==> src/design/liu_regs_pkg.sv <==
package liu_regs_pkg;

  // ==========================================================================
  // Channel decode
  // ==========================================================================
  localparam int CHANNELS = 4;
  localparam logic [7:0] CHANNEL_STRIDE = 8'h40;
  localparam logic [5:0] OFS_EVENT_FLAGS_A = 6'h16;
  localparam logic [5:0] OFS_EVENT_FLAGS_B = 6'h17;
  localparam logic [5:0] OFS_ERROR_COUNT_LOW = 6'h18;
  localparam logic [5:0] OFS_ERROR_COUNT_HIGH = 6'h19;
  localparam logic [5:0] OFS_LINE_TERMINATION_SELECT = 6'h1A;

  // ==========================================================================
  // Reset values and fields
  // ==========================================================================
  localparam logic [7:0] EVENT_FLAGS_RESET = 8'h00;
  localparam logic [15:0] ERROR_COUNT_RESET = 16'h0000;
  localparam logic [5:0] TERMINATION_RESET = 6'h00;
  localparam int TX_TERM_LSB = 3;
  localparam int RX_TERM_LSB = 0;
  localparam int TERM_WIDTH = 3;

  // Termination codes
  localparam logic [2:0] TERM_75_OHM = 3'h0;
  localparam logic [2:0] TERM_120_OHM = 3'h1;
  localparam logic [2:0] TERM_100_OHM = 3'h2;
  localparam logic [2:0] TERM_110_OHM = 3'h3;

  typedef enum logic [2:0] {
    IMP_75,
    IMP_120,
    IMP_100,
    IMP_110,
    IMP_EXTERNAL
  } impedance_t;

endpackage : liu_regs_pkg

==> src/design/liu_interrupt_counter_termination_regs.sv <==
// What this block does
// Reading event register A returns its flags then clears all but events arriving with the read.
// Reading event register B clears its flags and drops their interrupt request.
// Four identical channel copies, decoded at bases 0x40 apart.
// Event A bit 7 latches on equalizer out-of-range event.
// Event A bits 6 and 5 latch on loopback activate and deactivate codes.
// Event A bit 4 latches on pattern synchronisation status event.
// Event A bit 3 latches on transmit clock loss event.
// Event A bit 2 latches on line driver failure event.
// Event A bit 1 latches on alarm indication event.
// Event A bit 0 latches on loss of signal event.
// Event B bit 7 latches on waveform amplitude overflow.
// Event B bits 6 and 5 latch on jitter buffer overflow and underflow.
// Event B bit 4 latches on pattern bit error.
// Event B bit 3 latches on excess zeros.
// Event B bit 2 latches on code violation.
// Event B bit 1 latches on each one-second tick.
// Event B bit 0 latches on error counter overflow.
// Error count low byte read-only, bit 0 is LSB, resets to zero; the block reads it live from error_count_in and never resets it.
// Error count high byte at next offset, read-only, bit 7 is MSB.
// Transmit termination bits 5:3 select 75, 120, 100 or 110 ohm internally.
// Transmit code 1xx selects external resistors, valid in E1 mode only.
// Receive termination bits 2:0 use the same codes, 1xx external.
// Unmasked sources set flags on rising edge, or any change with edge select.
// An event arriving with a clearing read stays latched for the next read.
module liu_interrupt_counter_termination_regs #(
  parameter int CHANNELS = liu_regs_pkg::CHANNELS
) (
  input wire logic clk_sys,
  input wire logic rst_b,
  input wire logic host_rd,
  input wire logic host_wr,
  input wire logic [7:0] host_addr,
  input wire logic [7:0] host_wdata,
  input wire logic [CHANNELS*8-1:0] status_a,
  input wire logic [CHANNELS*8-1:0] status_b,
  input wire logic [CHANNELS*8-1:0] mask_a,
  input wire logic [CHANNELS*8-1:0] mask_b,
  input wire logic [CHANNELS*8-1:0] edge_any_a,
  input wire logic [CHANNELS*8-1:0] edge_any_b,
  input wire logic [CHANNELS*16-1:0] error_count_in,
  input wire logic [CHANNELS-1:0] e1_mode,
  output logic [7:0] host_rdata,
  output logic [CHANNELS-1:0] irq_a,
  output logic [CHANNELS-1:0] irq_b,
  output logic [CHANNELS*3-1:0] tx_impedance,
  output logic [CHANNELS*3-1:0] rx_impedance
);

  // ==========================================================================
  // Elaboration checks
  // ==========================================================================
  // Two address bits select the channel, so four is the most served
  if (CHANNELS < 1 || CHANNELS > liu_regs_pkg::CHANNELS) begin : g_bad_channels
    $error("CHANNELS must lie between 1 and 4");
  end

  // ==========================================================================
  // Helpers
  // ==========================================================================
  function automatic logic [7:0] edge_events(
    input logic [7:0] now,
    input logic [7:0] prev,
    input logic [7:0] mask,
    input logic [7:0] any_change
  );
    logic [7:0] rise;
    logic [7:0] change;
    rise = now & ~prev;
    change = now ^ prev;
    edge_events = ~mask & ((any_change & change) | (~any_change & rise));
  endfunction : edge_events

  function automatic logic [2:0] decode_impedance(
    input logic [2:0] code,
    input logic allow_external
  );
    logic [2:0] imp;
    imp = 3'(liu_regs_pkg::IMP_75);
    case (code)
      liu_regs_pkg::TERM_75_OHM: imp = 3'(liu_regs_pkg::IMP_75);
      liu_regs_pkg::TERM_120_OHM: imp = 3'(liu_regs_pkg::IMP_120);
      liu_regs_pkg::TERM_100_OHM: imp = 3'(liu_regs_pkg::IMP_100);
      liu_regs_pkg::TERM_110_OHM: imp = 3'(liu_regs_pkg::IMP_110);
      default: begin
        // Outside E1 the line needs no resistors; fall back to internal 75
        if (allow_external) begin
          imp = 3'(liu_regs_pkg::IMP_EXTERNAL);
        end else begin
          imp = 3'(liu_regs_pkg::IMP_75);
        end
      end
    endcase
    decode_impedance = imp;
  endfunction : decode_impedance

  // ==========================================================================
  // Address decode
  // ==========================================================================
  logic [1:0] sel_channel;
  logic [5:0] sel_offset;
  logic sel_valid;
  assign sel_channel = host_addr[7:6];
  assign sel_offset = host_addr[5:0];
  assign sel_valid = 32'(sel_channel) < CHANNELS;

  // ==========================================================================
  // Per-channel state
  // ==========================================================================
  logic [7:0] flags_a_reg [CHANNELS];
  logic [7:0] flags_b_reg [CHANNELS];
  logic [7:0] prev_a_reg [CHANNELS];
  logic [7:0] prev_b_reg [CHANNELS];
  logic [5:0] term_reg [CHANNELS];
  logic [7:0] count_high_hold_reg [CHANNELS];

  for (genvar ch = 0; ch < CHANNELS; ch++) begin : g_channel
    logic here;
    logic [7:0] ev_a;
    logic [7:0] ev_b;
    logic [15:0] count;
    assign here = sel_valid && (32'(sel_channel) == ch);
    assign count = error_count_in[ch*16 +: 16];
    assign ev_a = edge_events(status_a[ch*8 +: 8], prev_a_reg[ch], mask_a[ch*8 +: 8],
                              edge_any_a[ch*8 +: 8]);
    assign ev_b = edge_events(status_b[ch*8 +: 8], prev_b_reg[ch], mask_b[ch*8 +: 8],
                              edge_any_b[ch*8 +: 8]);

    // Status history for edge detection
    always_ff @(posedge clk_sys or negedge rst_b) begin
      if (!rst_b) begin
        prev_a_reg[ch] <= liu_regs_pkg::EVENT_FLAGS_RESET;
        prev_b_reg[ch] <= liu_regs_pkg::EVENT_FLAGS_RESET;
      end else begin
        prev_a_reg[ch] <= status_a[ch*8 +: 8];
        prev_b_reg[ch] <= status_b[ch*8 +: 8];
      end
    end

    // Event register A: new events win over the clearing read
    always_ff @(posedge clk_sys or negedge rst_b) begin
      if (!rst_b) begin
        flags_a_reg[ch] <= liu_regs_pkg::EVENT_FLAGS_RESET;
      end else if (host_rd && here && sel_offset == liu_regs_pkg::OFS_EVENT_FLAGS_A) begin
        flags_a_reg[ch] <= ev_a;
      end else begin
        flags_a_reg[ch] <= flags_a_reg[ch] | ev_a;
      end
    end

    // Event register B
    always_ff @(posedge clk_sys or negedge rst_b) begin
      if (!rst_b) begin
        flags_b_reg[ch] <= liu_regs_pkg::EVENT_FLAGS_RESET;
      end else if (host_rd && here && sel_offset == liu_regs_pkg::OFS_EVENT_FLAGS_B) begin
        flags_b_reg[ch] <= ev_b;
      end else begin
        flags_b_reg[ch] <= flags_b_reg[ch] | ev_b;
      end
    end

    // Interrupt requests follow the latched flags
    always_ff @(posedge clk_sys or negedge rst_b) begin
      if (!rst_b) begin
        irq_a[ch] <= 1'b0;
        irq_b[ch] <= 1'b0;
      end else begin
        irq_a[ch] <= |flags_a_reg[ch];
        irq_b[ch] <= |flags_b_reg[ch];
      end
    end

    // High byte frozen when low byte is read so a 16-bit read is coherent
    always_ff @(posedge clk_sys or negedge rst_b) begin
      if (!rst_b) begin
        count_high_hold_reg[ch] <= liu_regs_pkg::ERROR_COUNT_RESET[15:8];
      end else if (host_rd && here && sel_offset == liu_regs_pkg::OFS_ERROR_COUNT_LOW) begin
        count_high_hold_reg[ch] <= count[15:8];
      end
    end

    // Termination register; reserved bits 7:6 are not stored
    always_ff @(posedge clk_sys or negedge rst_b) begin
      if (!rst_b) begin
        term_reg[ch] <= liu_regs_pkg::TERMINATION_RESET;
      end else if (host_wr && here &&
                   sel_offset == liu_regs_pkg::OFS_LINE_TERMINATION_SELECT) begin
        term_reg[ch] <= host_wdata[5:0];
      end
    end

    always_ff @(posedge clk_sys or negedge rst_b) begin
      if (!rst_b) begin
        tx_impedance[ch*3 +: 3] <= 3'(liu_regs_pkg::IMP_75);
        rx_impedance[ch*3 +: 3] <= 3'(liu_regs_pkg::IMP_75);
      end else begin
        tx_impedance[ch*3 +: 3] <= decode_impedance(
          term_reg[ch][liu_regs_pkg::TX_TERM_LSB +: liu_regs_pkg::TERM_WIDTH],
          e1_mode[ch]);
        rx_impedance[ch*3 +: 3] <= decode_impedance(
          term_reg[ch][liu_regs_pkg::RX_TERM_LSB +: liu_regs_pkg::TERM_WIDTH],
          1'b1);
      end
    end
  end

  // ==========================================================================
  // Read data
  // ==========================================================================
  logic [7:0] rdata_next;
  logic [15:0] count_sel;
  always_comb begin
    rdata_next = 8'h00;
    count_sel = 16'h0000;
    for (int ch = 0; ch < CHANNELS; ch++) begin
      if (sel_valid && 32'(sel_channel) == ch) begin
        count_sel = error_count_in[ch*16 +: 16];
        case (sel_offset)
          liu_regs_pkg::OFS_EVENT_FLAGS_A: rdata_next = flags_a_reg[ch];
          liu_regs_pkg::OFS_EVENT_FLAGS_B: rdata_next = flags_b_reg[ch];
          liu_regs_pkg::OFS_ERROR_COUNT_LOW: rdata_next = count_sel[7:0];
          liu_regs_pkg::OFS_ERROR_COUNT_HIGH: rdata_next = count_high_hold_reg[ch];
          liu_regs_pkg::OFS_LINE_TERMINATION_SELECT: rdata_next = {2'b00, term_reg[ch]};
          default: rdata_next = 8'h00;
        endcase
      end
    end
  end

  // Data registered on the read strobe and held until the next read
  always_ff @(posedge clk_sys or negedge rst_b) begin
    if (!rst_b) begin
      host_rdata <= 8'h00;
    end else if (host_rd) begin
      host_rdata <= rdata_next;
    end
  end

endmodule : liu_interrupt_counter_termination_regs

==> config.mk <==
export PLATFORM = sky130hd
export DESIGN_NAME = liu_interrupt_counter_termination_regs
export DESIGN_NICKNAME = d
export VERILOG_FILES = /design/src/design/liu_regs_pkg.sv /design/src/design/liu_interrupt_counter_termination_regs.sv
export SDC_FILE = /design/constraint.sdc
export NUM_CORES = 1
export LEC_CHECK = 0
export BUFFER_PORTS_ARGS = -buffer_cell sky130_fd_sc_hd__buf_2
export CAP_MARGIN = 0
export CORE_AREA = 2 2 146 148
export DETAILED_ROUTE_END_ITERATION = 7
export DIE_AREA = 0 0 148 150
export GPL_TIMING_DRIVEN = 0
export PLACE_DENSITY_LB_ADDON = 0.05
export SKIP_LAST_GASP = 1
export SLEW_MARGIN = 0
export SYNTH_ARGS = -nofsm -noshare
export SYNTH_HDL_FRONTEND = slang
export SYNTH_SLANG_ARGS = --single-unit
export TNS_END_PERCENT = 20
==> constraint.sdc <==
create_clock -name clk_sys -period 1.9 [get_ports clk_sys]
set_clock_uncertainty 0.15 [all_clocks]
set_input_delay 0.19 -clock clk_sys [delete_from_list [all_inputs] [get_ports clk_sys]]
set_output_delay 0.19 -clock clk_sys [all_outputs]
set_load 0.02 [all_outputs]
==> out/results.ini <==
[synthesis]
syn_inst=916
synth-seq-cells=224
synth_most_common_cell=dfrtp_1
ys_types=63
synth-edff-count=0
async_flop_share_pct=100
ys_seq_area_share_pct=53.0
synth_top_area_share_pct=53.0
yosys.area.top_type=dfrtp_1
synth_top_cells_by_count=dfrtp_1 (224), nand2_1 (117), o21ai_0 (104), inv_1 (73), mux2_2 (69)
syn_nets=1260
synth.avg_cell_area_um2=11.5
yosys-top-cells-area=dfrtp_1 (53%), ha_1 (7.6%), mux2_2 (7.3%)
netlist_area_mm2=0.0106
ys.warnings.count=0
ys.flop_type=dfrtp_1

[route]
post-route-drc-count=0
drt-vias-per-instance=5.40
vias=9656
wirelength_mm=35.9
ant_nets=0
drt_iter0_drc=474
wl_per_cell_um=20.1
first_pass_iters=5

[cts]
clock_sinks=224
cts_resized=0
cts_max_level=1
cts_max_path_buffers=3
clock_latency_ns=0.52
cts_root_buffer=clkbuf_16
clk_pin_slew_ns=0.06
tritoncts=built
cts_made_buffers=25

[worst_setup_path]
worst_path_largest_cell_delay_ns=0.45
worstPathRequired_ns=2.12
worstPathArrival_ns=2.07
cp_num_cells=4
path_cells=mux2i_1 -> o22ai_1 -> a2111oi_0 -> o32ai_1
critical_path.endpoint=host_rdata[4]
rr_startpoint=flags_b_reg[12]
path_delay_family=compound AO/OA/AOI/OAI gates
cp.buffers_inverters=0
reg2reg_slack_ns=0.05
path_class=flip-flop to flip-flop
rr_endpoint=host_rdata[4]
crit_path_end_kind=flip-flop
crit_start=flags_b_reg[12]
cp_slowest_cell=a2111oi_0
start_kind=flip-flop
critPathMaxFanout=3
reg2regPathDepth=4

[cells_and_area]
drive_above_1_share_pct=30.8
register_area_mm2=0.00561
fillers=1379
multi_input_area_mm2=0.00455
fin_area_mm2=0.0157
nets=1843
syn2layout_area_growth_pct=48.9

[global_routing]
grt_pass1_wl_mm=55.6
grt_pass1_vias=10400
overflow=0
grt_antenna_before_repair=4
grt_max_degree=92
grt_util_all_layers_pct=32.4

[timing]
post-route-period-util_pct=97.3
period_minus_slack_ns=1.85
slew_viol_final=0
rsz0062_at_grt=no
finalWorstSetupSlack_ns=0.0508
finalSetupViolCount=0
slew_headroom_pct=49.8
tightest_slew_ns=0.754
finalHoldViolCount=0
fmax_mhz=541

[power]
power_mw=11.3
max-vdd-ir-drop_mv=0.638
p_leak_nw=7.83
power_density_mw_per_mm2=716

[die]
core_area_mm2=0.0207
die_x_um=148
start_util_pct=51.1
ioPinCount=320
fp-row-count=53
dieArea_mm2=0.0222
die_height_um=150

[placed_design]
numPortBuffers=315
gp_congestion=0.878
post-dp-hpwl_mm=23.5
dpl_cell_area_mm2=0.0126
dp_slack_ns=-0.333

[worst_hold_path]
holdCritPathClass=primary input to asynchronous set/reset pin

[run]
cap_violations=0

[run_status]
status=finished clean

[report_power, final]
part	internal, mW	leakage (nW)	switching (mW)	total (mW)
clock	2.82	0.386	1.86	4.67
combinational	0.839	4.85	0.746	1.59
sequential	4.93	2.59	0.0850	5.02
[final cells by class]
type	instances	share of cell area, %
Sequential cell	224	35.6
Multi-Input combinational cell	594	28.9
Timing Repair Buffer	556	25.6
Clock buffer	33	4.42
Tap cell	275	2.19
Inverter	74	1.76
Buffer	24	0.914
Clock inverter	7	0.580
Antenna cell	2	0.0318
[what timing repair did]
item | CTS | global route
endpoints found under the setup margin | 0 | 5
hold buffers | 238 | 0
buffers inserted | 0 | 1
endpoints found under the hold margin | 415 | 0
[how the worst min path moves through the flow]
stage | from | to | slack [ns] | cells past startpoint
2_1_floorplan | rst_b | count_high_hold_reg[0] | -0.26 | 0
3_3_place_gp | status_a[5] | prev_a_reg[29] | 0.16 | 1
3_5_place_dp | rst_b | prev_a_reg[11] | -0.01 | 1
4_1_cts | error_count_in[22] | host_rdata[6] | 0.001 | 4
5_1_grt | error_count_in[22] | host_rdata[6] | 0.07 | 4
6_report | rst_b | prev_a_reg[11] | 0.02 | 2
[worst register-to-register path: stages (launching register included)]
cell and delay, ns:
dfrtp_1 0.40, mux2i_1 0.38, o22ai_1 0.15, a2111oi_0 0.45
o32ai_1 0.18
[metrics by stage]
step | TNS [ns] | instances | utilization, % | hold WS (ns)
finish | 0 | 1789 | 76.1 | 0.0168
global route | 0 | 1788 | 76.1 | 0.0650
CTS | 0 | 1786 | 76.0 | 0.00146
detailed placement | -20.29 | 1508 | 60.7 | -0.0105
global placement | -806.03 | 1506 | 60.4 | 0.164
floorplan | 0 | 916 | - | -0.256
[cell families after synthesis]
kind of cell             after synthesis  synth area share (%)
AND/OR/NAND/NOR                      212                  11.1
buffers and inverters                 98                  3.99
AO/OA/AOI/OAI                        217                  14.0
multiplexers                         101                  10.4
flip-flops                           224                  53.0
adder cells (fa/ha/maj)               64                  7.57
[metal layers]
metal  vias to the layer above  global-route usage (%)  part of all wire (%)
met5                         -                       0                 0.072
met4                         4                    12.7                   4.1
met3                       100                    7.23                   7.6
met2                       440                    55.3                    49
met1                      4625                    40.3                    40
li1                       4487                       -                     -
[layout by cell type (no fill, tap or decap), types with 6 or more instances in the layout]
cell,instances
a2111oi_0,6
a21oi_1,10
a221o_1,6
a221oi_1,14
buf_2,320
clkbuf_1,13
clkbuf_16,25
dfrtp_1,224
dlygate4sd3_1,238
ha_1,64
inv_1,73
mux2_2,69
mux2i_1,32
nand2_1,117
nor2_1,6
nor2b_1,25
nor3_1,6
nor4_1,16
o21ai_0,104
o2bb2ai_1,39
No activity file was read; power rests on OpenSTA's default activity.
